--- src/hdl/fetch_ctl_pkg.sv ---
// constants and carrier types for the reset qualifier and fetch strobe block
// assumes a single 100 MHz clock taken as the oscillator, pins sampled synchronously
// What this block does
// RL1: internal fetch keeps fetch strobe high
// RL2: external fetch pulses strobe twice per cycle
// RL3: data access skips two fetch strobes
// RL4: reset over 10 cycles plus edge enters programming
// RL5: reset after two cycles of high pin
// RL6: normal mode unless strobe fell during a reset held over 10 cycles
// RL7: port 3 bit 6 marks data writes
// RL8: port 3 bit 7 marks data reads
// RL9: port 3 bits 4,5 feed timer counts
// RL10: machine cycle twelve clocks, six in double
package fetch_ctl_pkg;
  localparam int unsigned CLK_MHZ        = 100;       // oscillator rate
  localparam logic [3:0]  CLKS_STD       = 4'hC;      // clocks per machine cycle, normal
  localparam logic [3:0]  CLKS_X2        = 4'h6;      // clocks per machine cycle, double speed
  localparam logic [4:0]  RST_QUAL_MC    = 5'h02;     // machine cycles to qualify a reset
  localparam logic [4:0]  PROG_HOLD_MC   = 5'h0A;     // reset must exceed this for entry
  localparam logic [4:0]  MC_CNT_MAX     = 5'h1F;     // saturation of machine cycle counter
  localparam int unsigned P3_IRQ0_BIT    = 3'h2;      // port 3 bit for external interrupt 0
  localparam int unsigned P3_IRQ1_BIT    = 3'h3;      // port 3 bit for external interrupt 1
  localparam int unsigned P3_T0_BIT      = 3'h4;      // port 3 bit for timer 0 count input
  localparam int unsigned P3_T1_BIT      = 3'h5;      // port 3 bit for timer 1 count input

  // operating mode chosen on leaving reset
  typedef enum logic [1:0] {
    MODE_RESET  = 2'b00,
    MODE_NORMAL = 2'b01,
    MODE_HOST   = 2'b10
  } op_mode_t;

  // one request from the core for the current machine cycle
  typedef struct packed {
    logic ext_code;   // fetching from external program memory
    logic data_rd;    // external data read this cycle
    logic data_wr;    // external data write this cycle
  } mc_req_t;

  // alternate port 3 inputs passed to the timer and interrupt logic
  typedef struct packed {
    logic ext_irq0_in;
    logic ext_irq1_in;
    logic timer0_count_in;
    logic timer1_count_in;
  } p3_alt_t;
endpackage

--- src/hdl/fetch_ctl.sv ---
`timescale 1ns/1ps
// reset qualifier, mode entry and external memory strobe generator
// assumes core presents requests at machine cycle start and holds them one cycle
module fetch_ctl (
  // clock, reset, enable
  input  wire logic                    clk_i,
  input  wire logic                    reset_i,
  input  wire logic                    ce_i,
  // pins sampled synchronously
  input  wire logic                    rst_pin_i,
  input  wire logic                    fetch_strobe_pin_i,
  input  wire logic [7:0]              port3_i,
  // configuration and core requests
  input  wire logic                    x2_i,
  input  wire fetch_ctl_pkg::mc_req_t  req_i,
  // fetch strobe pin, two-way
  output logic                         program_fetch_strobe_n_o,
  output logic                         program_fetch_strobe_oe_o,
  // data strobes on port 3
  output logic                         data_wr_n_o,
  output logic                         data_rd_n_o,
  // state and alternate inputs
  output logic                         core_reset_o,
  output fetch_ctl_pkg::op_mode_t      mode_o,
  output fetch_ctl_pkg::p3_alt_t       p3_alt_o
);
  logic [3:0]              phase;          // clock within machine cycle
  logic                    mc_end;         // last clock of machine cycle
  logic [3:0]              half;           // clocks in half a machine cycle
  logic [4:0]              rst_mc_ff;      // machine cycles reset pin held high
  logic                    rst_pin_ff;     // previous rst pin sample
  logic                    strobe_pin_ff;  // previous fetch strobe pin sample
  logic                    fell_ff;        // falling edge seen while reset held
  fetch_ctl_pkg::mc_req_t  req_ff;         // request latched for current cycle
  logic                    rst_long;       // reset held over programming limit
  logic                    nxt_strobe_n;   // next fetch strobe level

  mc_timer u_mc_timer (
    .clk_i    (clk_i),
    .reset_i  (reset_i),
    .ce_i     (ce_i),
    .x2_i     (x2_i),
    .phase_o  (phase),
    .mc_end_o (mc_end)
  );

  assign half     = x2_i ? (fetch_ctl_pkg::CLKS_X2 >> 1) : (fetch_ctl_pkg::CLKS_STD >> 1);
  assign rst_long = (rst_mc_ff > fetch_ctl_pkg::PROG_HOLD_MC);

  // count whole machine cycles the reset pin stays high, see RL5
  // saturates so a very long hold never wraps back below the entry limit
  always_ff @(posedge clk_i or posedge reset_i) begin
    if (reset_i) begin
      rst_mc_ff <= 5'h00;
    end else if (ce_i) begin
      if (!rst_pin_i) begin
        rst_mc_ff <= 5'h00;
      end else if (mc_end && rst_mc_ff != fetch_ctl_pkg::MC_CNT_MAX) begin
        rst_mc_ff <= rst_mc_ff + 5'h01;
      end
    end
  end

  // pin history for edge detection
  always_ff @(posedge clk_i or posedge reset_i) begin
    if (reset_i) begin
      rst_pin_ff    <= 1'b0;
      strobe_pin_ff <= 1'b1;
    end else if (ce_i) begin
      rst_pin_ff    <= rst_pin_i;
      strobe_pin_ff <= fetch_strobe_pin_i;
    end
  end

  // catch a forced falling edge of the fetch strobe pin while reset is high, see RL4
  always_ff @(posedge clk_i or posedge reset_i) begin
    if (reset_i) begin
      fell_ff <= 1'b0;
    end else if (ce_i) begin
      if (!rst_pin_i) begin
        fell_ff <= 1'b0;
      end else if (strobe_pin_ff && !fetch_strobe_pin_i) begin
        fell_ff <= 1'b1;
      end
    end
  end

  // hold core in reset once qualified, see RL5
  always_ff @(posedge clk_i or posedge reset_i) begin
    if (reset_i) begin
      core_reset_o <= 1'b1;
    end else if (ce_i) begin
      core_reset_o <= rst_pin_i && (rst_mc_ff >= fetch_ctl_pkg::RST_QUAL_MC);
    end
  end

  // choose mode at release of the reset pin, see RL6 and RL4
  always_ff @(posedge clk_i or posedge reset_i) begin
    if (reset_i) begin
      mode_o <= fetch_ctl_pkg::MODE_RESET;
    end else if (ce_i) begin
      if (rst_pin_i && rst_mc_ff >= fetch_ctl_pkg::RST_QUAL_MC) begin
        mode_o <= fetch_ctl_pkg::MODE_RESET;
      end else if (rst_pin_ff && !rst_pin_i && mode_o == fetch_ctl_pkg::MODE_RESET) begin
        // entry needs both the edge and a long enough hold
        mode_o <= (fell_ff && rst_long) ? fetch_ctl_pkg::MODE_HOST
                                        : fetch_ctl_pkg::MODE_NORMAL;
      end
    end
  end

  // latch core request at machine cycle boundary
  always_ff @(posedge clk_i or posedge reset_i) begin
    if (reset_i) begin
      req_ff <= '0;
    end else if (ce_i && mc_end) begin
      req_ff <= req_i;
    end
  end

  // fetch strobe low in the second half of each half cycle
  always_comb begin
    nxt_strobe_n = 1'b1;
    if (mode_o == fetch_ctl_pkg::MODE_NORMAL && req_ff.ext_code        // see RL1
        && !req_ff.data_rd && !req_ff.data_wr) begin                   // see RL3
      // two pulses per machine cycle, see RL2
      nxt_strobe_n = !((phase >= (half >> 1) && phase < half) ||
                       (phase >= half + (half >> 1)));
    end
  end

  // drive fetch strobe; pin released while in reset so a programmer may force it
  // oe also drops while the reset pin is high, so a forced edge is never fought
  always_ff @(posedge clk_i or posedge reset_i) begin
    if (reset_i) begin
      program_fetch_strobe_n_o  <= 1'b1;
      program_fetch_strobe_oe_o <= 1'b0;
    end else if (ce_i) begin
      program_fetch_strobe_n_o  <= nxt_strobe_n;
      program_fetch_strobe_oe_o <= (mode_o == fetch_ctl_pkg::MODE_NORMAL) && !rst_pin_i;
    end
  end

  // data strobes low across the second half of an access cycle, see RL7 and RL8
  always_ff @(posedge clk_i or posedge reset_i) begin
    if (reset_i) begin
      data_wr_n_o <= 1'b1;
      data_rd_n_o <= 1'b1;
    end else if (ce_i) begin
      data_wr_n_o <= !(mode_o == fetch_ctl_pkg::MODE_NORMAL && req_ff.data_wr
                       && phase >= half);
      data_rd_n_o <= !(mode_o == fetch_ctl_pkg::MODE_NORMAL && req_ff.data_rd
                       && phase >= half);
    end
  end

  // alternate port 3 inputs registered, see RL9
  // bits 0 and 1 belong to the serial port and bits 6, 7 are outputs here
  always_ff @(posedge clk_i or posedge reset_i) begin
    if (reset_i) begin
      p3_alt_o <= '0;
    end else if (ce_i) begin
      p3_alt_o.ext_irq0_in     <= port3_i[fetch_ctl_pkg::P3_IRQ0_BIT];
      p3_alt_o.ext_irq1_in     <= port3_i[fetch_ctl_pkg::P3_IRQ1_BIT];
      p3_alt_o.timer0_count_in <= port3_i[fetch_ctl_pkg::P3_T0_BIT];
      p3_alt_o.timer1_count_in <= port3_i[fetch_ctl_pkg::P3_T1_BIT];
    end
  end

  // fetch strobe shape
  AST_INT_HIGH: assert property (@(posedge clk_i) disable iff (reset_i) // see RL1
    (ce_i && !req_ff.ext_code) |=> program_fetch_strobe_n_o)
    else $error("fetch strobe low during internal fetch");
  AST_SKIP: assert property (@(posedge clk_i) disable iff (reset_i) // see RL3
    (ce_i && (req_ff.data_rd || req_ff.data_wr)) |=> program_fetch_strobe_n_o)
    else $error("fetch strobe not skipped on data access");
  AST_EXT_PULSE: assert property (@(posedge clk_i) disable iff (reset_i) // see RL2
    ($past(ce_i) && !program_fetch_strobe_n_o)
    |-> $past(req_ff.ext_code && mode_o == fetch_ctl_pkg::MODE_NORMAL))
    else $error("fetch strobe low without external fetch");
  // reset qualification and mode entry
  AST_RST_QUAL: assert property (@(posedge clk_i) disable iff (reset_i) // see RL5
    (ce_i && rst_pin_i && rst_mc_ff >= fetch_ctl_pkg::RST_QUAL_MC) |=> core_reset_o)
    else $error("reset not applied after qualification");
  AST_NO_EARLY: assert property (@(posedge clk_i) disable iff (reset_i) // see RL5
    (ce_i && !rst_pin_i && !core_reset_o) |=> !core_reset_o)
    else $error("reset without pin high");
  AST_HOST: assert property (@(posedge clk_i) disable iff (reset_i) // see RL4
    (ce_i && rst_pin_ff && !rst_pin_i && fell_ff && rst_long
     && mode_o == fetch_ctl_pkg::MODE_RESET) |=> mode_o == fetch_ctl_pkg::MODE_HOST)
    else $error("host mode not entered");
  AST_NORMAL: assert property (@(posedge clk_i) disable iff (reset_i) // see RL6
    (ce_i && rst_pin_ff && !rst_pin_i && !fell_ff
     && mode_o == fetch_ctl_pkg::MODE_RESET) |=> mode_o == fetch_ctl_pkg::MODE_NORMAL)
    else $error("normal mode not entered");
  AST_HOST_HOLD: assert property (@(posedge clk_i) disable iff (reset_i) // see RL4
    (ce_i && !rst_pin_i && mode_o == fetch_ctl_pkg::MODE_HOST)
    |=> mode_o == fetch_ctl_pkg::MODE_HOST)
    else $error("host mode left without reset");
  AST_OE_RST: assert property (@(posedge clk_i) disable iff (reset_i) // see RL4
    (ce_i && rst_pin_i) |=> !program_fetch_strobe_oe_o)
    else $error("fetch strobe driven while reset pin high");
  // data strobes and port 3; a frozen cycle is skipped since the request may have moved on
  AST_WR: assert property (@(posedge clk_i) disable iff (reset_i) // see RL7
    ($past(ce_i) && !data_wr_n_o) |-> $past(req_ff.data_wr))
    else $error("write strobe without write");
  AST_RD: assert property (@(posedge clk_i) disable iff (reset_i) // see RL8
    ($past(ce_i) && !data_rd_n_o) |-> $past(req_ff.data_rd))
    else $error("read strobe without read");
  AST_WR_HALF: assert property (@(posedge clk_i) disable iff (reset_i) // see RL7
    ($past(ce_i) && !data_wr_n_o) |-> $past(phase) >= $past(half))
    else $error("write strobe in first half of cycle");
  AST_T0: assert property (@(posedge clk_i) disable iff (reset_i) // see RL9
    ce_i |=> p3_alt_o.timer0_count_in == $past(port3_i[fetch_ctl_pkg::P3_T0_BIT]))
    else $error("timer 0 input not passed");
  AST_T1: assert property (@(posedge clk_i) disable iff (reset_i) // see RL9
    ce_i |=> p3_alt_o.timer1_count_in == $past(port3_i[fetch_ctl_pkg::P3_T1_BIT]))
    else $error("timer 1 input not passed");
  // machine cycle length
  AST_LEN: assert property (@(posedge clk_i) disable iff (reset_i) // see RL10
    (ce_i && !x2_i && phase == 4'h0) |=> phase == 4'h1)
    else $error("phase did not advance");
  AST_MC_END: assert property (@(posedge clk_i) disable iff (reset_i) // see RL10
    (ce_i && !x2_i && mc_end) |-> phase == fetch_ctl_pkg::CLKS_STD - 4'h1)
    else $error("standard machine cycle ended at wrong phase");
endmodule

--- src/hdl/mc_timer.sv ---
`timescale 1ns/1ps
// machine cycle timer: counts oscillator clocks and marks phase points
// assumes clock enable gates everything, mode select is static during use
module mc_timer (
  // clock and reset
  input  wire logic       clk_i,
  input  wire logic       reset_i,
  input  wire logic       ce_i,
  // configuration
  input  wire logic       x2_i,
  // phase outputs
  output logic [3:0]      phase_o,
  output logic            mc_end_o
);
  logic [3:0] len;  // clocks in one machine cycle

  // select cycle length, see RL10
  always_comb begin
    len = x2_i ? fetch_ctl_pkg::CLKS_X2 : fetch_ctl_pkg::CLKS_STD;
  end

  // wrap counter; a switch to the shorter cycle at or past its last phase restarts at phase 0 rather than overrunning
  always_ff @(posedge clk_i or posedge reset_i) begin
    if (reset_i) begin
      phase_o <= 4'h0;
    end else if (ce_i) begin
      if (phase_o >= len - 4'h1) begin
        phase_o <= 4'h0;
      end else begin
        phase_o <= phase_o + 4'h1;
      end
    end
  end

  assign mc_end_o = (phase_o >= len - 4'h1);
endmodule

--- config.mk ---
export PLATFORM = sky130hd
export DESIGN_NAME = fetch_ctl
export DESIGN_NICKNAME = d
export VERILOG_FILES = /design/src/hdl/fetch_ctl_pkg.sv /design/src/hdl/fetch_ctl.sv /design/src/hdl/mc_timer.sv
export SDC_FILE = /design/constraint.sdc
export NUM_CORES = 1
export LEC_CHECK = 0
export BUFFER_PORTS_ARGS = -buffer_cell sky130_fd_sc_hd__buf_2
export CORE_AREA = 2 2 53 55
export CTS_CLUSTER_SIZE = 10
export DETAILED_ROUTE_END_ITERATION = 6
export DIE_AREA = 0 0 55 57
export PLACE_DENSITY = 0.83
export SLEW_MARGIN = 40
export SYNTH_ARGS = -nofsm -noshare
export SYNTH_HDL_FRONTEND = slang
export SYNTH_SLANG_ARGS = --single-unit
--- constraint.sdc ---
create_clock -name clk_i -period 2.6 [get_ports clk_i]
set_input_delay 0.52 -clock clk_i [delete_from_list [all_inputs] [get_ports clk_i]]
set_output_delay 0.52 -clock clk_i [all_outputs]
set_load 0.03 [all_outputs]
==> impl_metrics.csv <==
group,metric,value,unit
placed_design,finalWeightedCongestion,0.747,
route,top_signal_layer_used,"met4",
critical_path,regToRegEndpoint,"rst_mc_ff[0]$_DFFE_PP0P_",
die,placementRows,19,
critical_path,max_stage_delay,0.46,ns
timing,tightest_pin_transition,0.451,ns
critical_path,worstRegToRegCells,5,
timing,maxSlewHeadroom,69.6,%
critical_path,required,2.84,ns
route,drt_iter0_drc,46,
global_routing,grt_max_degree,27,
clocking,holdBufCountCts,0,
route,met2_length,1660,um
die,design.core.area,2620,um2
cells_and_area,most_common_library_cell_in_the_layout_ignoring_fill_and_taps,"sky130_fd_sc_hd__buf_2",
min_path,hold_class,"primary input to async pin",
critical_path,worst_path_dominant_cell_family,"simple AND/OR/NAND/NOR gates",
route,wl_per_cell,17.4,um
global_routing,first_global_vias,1154,
logic_synthesis,yosysSeqAreaShare,47.6,%
route,drtAntennaViolNets,0,
logic_synthesis,synth.yosys.warnings,0,
route,route.met3.wl,127,um
critical_path,critPathSlowestCell,"sky130_fd_sc_hd__dfrtp_1",
pwr,power-per-cell-area,970,nW/um2
clocking,post_cts_sizing,0,
pwr,p_leak,0.737,nW
cells_and_area,area_overhead_vs_synth,14.6,%
global_routing,overflow,0,
logic_synthesis,synth_cell_type_count,39,
route,drt_pass1_iterations,4,
die,initial_core_util,52.8,%
global_routing,grt_first_pass_wirelength,5260,um
critical_path,path_cells,"ha_1 > and3_1 > ha_1 > or3_4 > a31o_1",
critical_path,critical_path_arrival,2.19,ns
timing,tns,0,ns
logic_synthesis,syn_inst,127,
clocking,htree_num_levels,1,
timing,timing_max_transition_violations_final,0,
cells_and_area,nNetsFinal,181,
clocking,setup_buffers_after_cts,0,
timing,layout_worst_path_cycle_share,74.8,%
timing,final_hold_viol_count,0,
route,post-route-drc-count,0,
pwr,clock_power_share,18.7,%
timing,setup_repair_after_global_routing_missed_its_margin,"false",
cells_and_area,layout-drive-gt1-share,31.4,%
logic_synthesis,synth_seq_cells,26,
clocking,clk_latency,0.34,ns
critical_path,regToRegStartpoint,"rst_mc_ff[0]$_DFFE_PP0P_",
pwr,max-vdd-ir-drop,0.000738,V
logic_synthesis,synth_edf_count,0,
placed_design,place.detailed.instances,180,
cells_and_area,most_frequent_cells_in_the_layout,"23 x sky130_fd_sc_hd__buf_2, 21 x sky130_fd_sc_hd__dfrtp_1, 10 x sky130_fd_sc_hd__inv_1, 10 x sky130_fd_sc_hd__ha_1, 9 x sky130_fd_sc_hd__o21ai_0",
route,postRouteWirelength,3190,um
clocking,cts_tree,"built",
logic_synthesis,synth_top_flop_cell,"sky130_fd_sc_hd__dfrtp_1",
critical_path,reg2reg_setup_slack,0.66,ns
flow_run,drv.max_cap_violation_count,0,
logic_synthesis,postSynthAreaPerCell,10.9,um2
critical_path,cp-startpoint,"rst_mc_ff[0]$_DFFE_PP0P_",
critical_path,worst_path_fanout_max,8,
die,pin_count,28,
logic_synthesis,synth_area,1380,um2
clocking,cts_inserted_buffers,3,
placed_design,post-dp-hpwl,2350,um
clocking,ctsLongestPathBuffers,2,
timing,layout_min_cycle_time,1.94,ns
clocking,cts.reportedPaths.clkPinSlew,0.15,ns
clocking,clock-root-buffer,"sky130_fd_sc_hd__clkbuf_4",
pwr,intPower,0.933,mW
critical_path,setup.worst_path.class,"flop to flop",
route,met1Wirelength,1270,um
timing,maxClockFrequency,0.514,GHz
die,dieArea,3140,um2
critical_path,worstSetupStartpointType,"flop",
route,vias_per_cell,6.28,
pwr,swShare,39.2,%
timing,final.setup_skew,0.00638,ns
placed_design,port_buffers,23,
critical_path,cp_bufs_invs,0,
critical_path,worst_setup_path_end_kind,"flop",
status,run_status,"complete, no violations",
die,die_w,55,um
cells_and_area,final_cells,184,
critical_path,most_common_cell_type_on_the_critical_path,"sky130_fd_sc_hd__ha_1",
logic_synthesis,synth_async_sr_flop_share,100,%
global_routing,antenna_found_initial,0,
pwr,seqPwrFrac,41.4,%
logic_synthesis,syn_nets,154,
die,die_h,57,um
timing,setup_violations,0,
clocking,clock_sink_count,26,
cells_and_area,fillerInstances,222,
pwr,comb_power_share,39.9,%
pwr,net_switching_component_of_the_power,0.601,mW
cells_and_area,insertedDiodeCount,0,
global_routing,grtUsageTotal,23.4,%
route,vias,1156,
through the flow:
step	setup WS [ns]	total power, mW	hold WS, ns	utilization (%)	instance area, um2
3_5_place_dp	0.526	1.23	0.432	58.5	1530
6_report	0.656	1.53	0.210	60.5	1580
4_1_cts	0.682	1.52	0.227	60.5	1580
3_3_place_gp	0.525	1.18	0.411	58.5	1530
2_1_floorplan	0.816	1.06	0.401	-	1380
5_1_grt	0.600	1.61	0.242	60.5	1580
kinds of logic (layout without fill, tap and decap cells):
kind of cell / count (synthesis) / after routing / synth area share [%]
buffers and inverters: 13 / 39 / 4.17
and+or+nand+nor: 36 / 36 / 14.7
adders and majority gates: 10 / 10 / 9.07
AOI/OAI and AO/OA: 33 / 33 / 17.2
muxes: 9 / 9 / 7.25
DFF: 26 / 26 / 47.6
tightest hold or removal path: stages:
cell	delay [ns]
sky130_fd_sc_hd__buf_2	0.10
sky130_fd_sc_hd__inv_1	0.04
sky130_fd_sc_hd__buf_4	0.31
cell type report:
| type | count | area, um2 | share of cell area (%) |
|---|---|---|---|
| Timing Repair Buffer | 25 | 130 | 8.23 |
| Inverter | 10 | 37.5 | 2.37 |
| Tap cell | 31 | 38.8 | 2.45 |
| Multi-Input combinational cell | 88 | 666 | 42.1 |
| Clock inverter | 1 | 30.0 | 1.90 |
| Clock buffer | 3 | 22.5 | 1.42 |
| Sequential cell | 26 | 657 | 41.5 |
sequential cells by signal (all words and copies together) (netlist names), 2 cells and up:
signal,count
mode_o,2
p3_alt_o,4
req_ff,3
rst_mc_ff,5
u_mc_timer.phase_o,4
cells in the mapped netlist (2+ instances only):
| master | n | area, um2 |
|---|---|---|
| sky130_fd_sc_hd__dfstp_2 | 5 | 131 |
| sky130_fd_sc_hd__nor2b_1 | 2 | 12.5 |
| sky130_fd_sc_hd__nor4b_1 | 2 | 17.5 |
| sky130_fd_sc_hd__o21ai_0 | 9 | 45.0 |
| sky130_fd_sc_hd__o211ai_1 | 2 | 15.0 |
| sky130_fd_sc_hd__nand2_1 | 8 | 30.0 |
| sky130_fd_sc_hd__dfrtp_1 | 21 | 526 |
| sky130_fd_sc_hd__o21a_1 | 2 | 15.0 |
| sky130_fd_sc_hd__inv_1 | 10 | 37.5 |
| sky130_fd_sc_hd__nand2b_1 | 5 | 31.3 |
| sky130_fd_sc_hd__mux2_2 | 8 | 90.1 |
| sky130_fd_sc_hd__nand3_1 | 3 | 15.0 |
| sky130_fd_sc_hd__ha_1 | 10 | 125 |
| sky130_fd_sc_hd__o2bb2ai_1 | 2 | 17.5 |
| sky130_fd_sc_hd__o311ai_0 | 2 | 17.5 |
| sky130_fd_sc_hd__nor2_1 | 5 | 18.8 |
| sky130_fd_sc_hd__nor3_1 | 2 | 10.0 |
| sky130_fd_sc_hd__a21oi_1 | 4 | 20.0 |
| sky130_fd_sc_hd__nor4_1 | 3 | 18.8 |
| sky130_fd_sc_hd__a31o_1 | 3 | 26.3 |
worst max path at each step:
stage / endpoint / cells past startpoint
floorplan: rst_mc_ff[0]$_DFFE_PP0P_ / 6
global placement: req_ff[2]$_DFFE_PP0P_ / 7
detailed placement: req_ff[0]$_DFFE_PP0P_ / 7
CTS: rst_mc_ff[0]$_DFFE_PP0P_ / 5
global route: rst_mc_ff[0]$_DFFE_PP0P_ / 5
finish: rst_mc_ff[0]$_DFFE_PP0P_ / 5
routing by layer:
metal | track usage (%) | vias up
met4 | 12.5 | 0
met5 | 0 | -
met2 | 38.1 | 40
met1 | 29.2 | 585
met3 | 3.66 | 15
li1 | - | 516
power groups by stage:
stage | registers, mW | clock network (mW) | logic (mW)
global placement | 0.623 | 0 | 0.553
floorplan | 0.693 | 0 | 0.365
detailed placement | 0.636 | 0 | 0.598
global route | 0.650 | 0.302 | 0.661
finish | 0.635 | 0.287 | 0.612
CTS | 0.630 | 0.285 | 0.606
(Power assumes the default switching activity.)
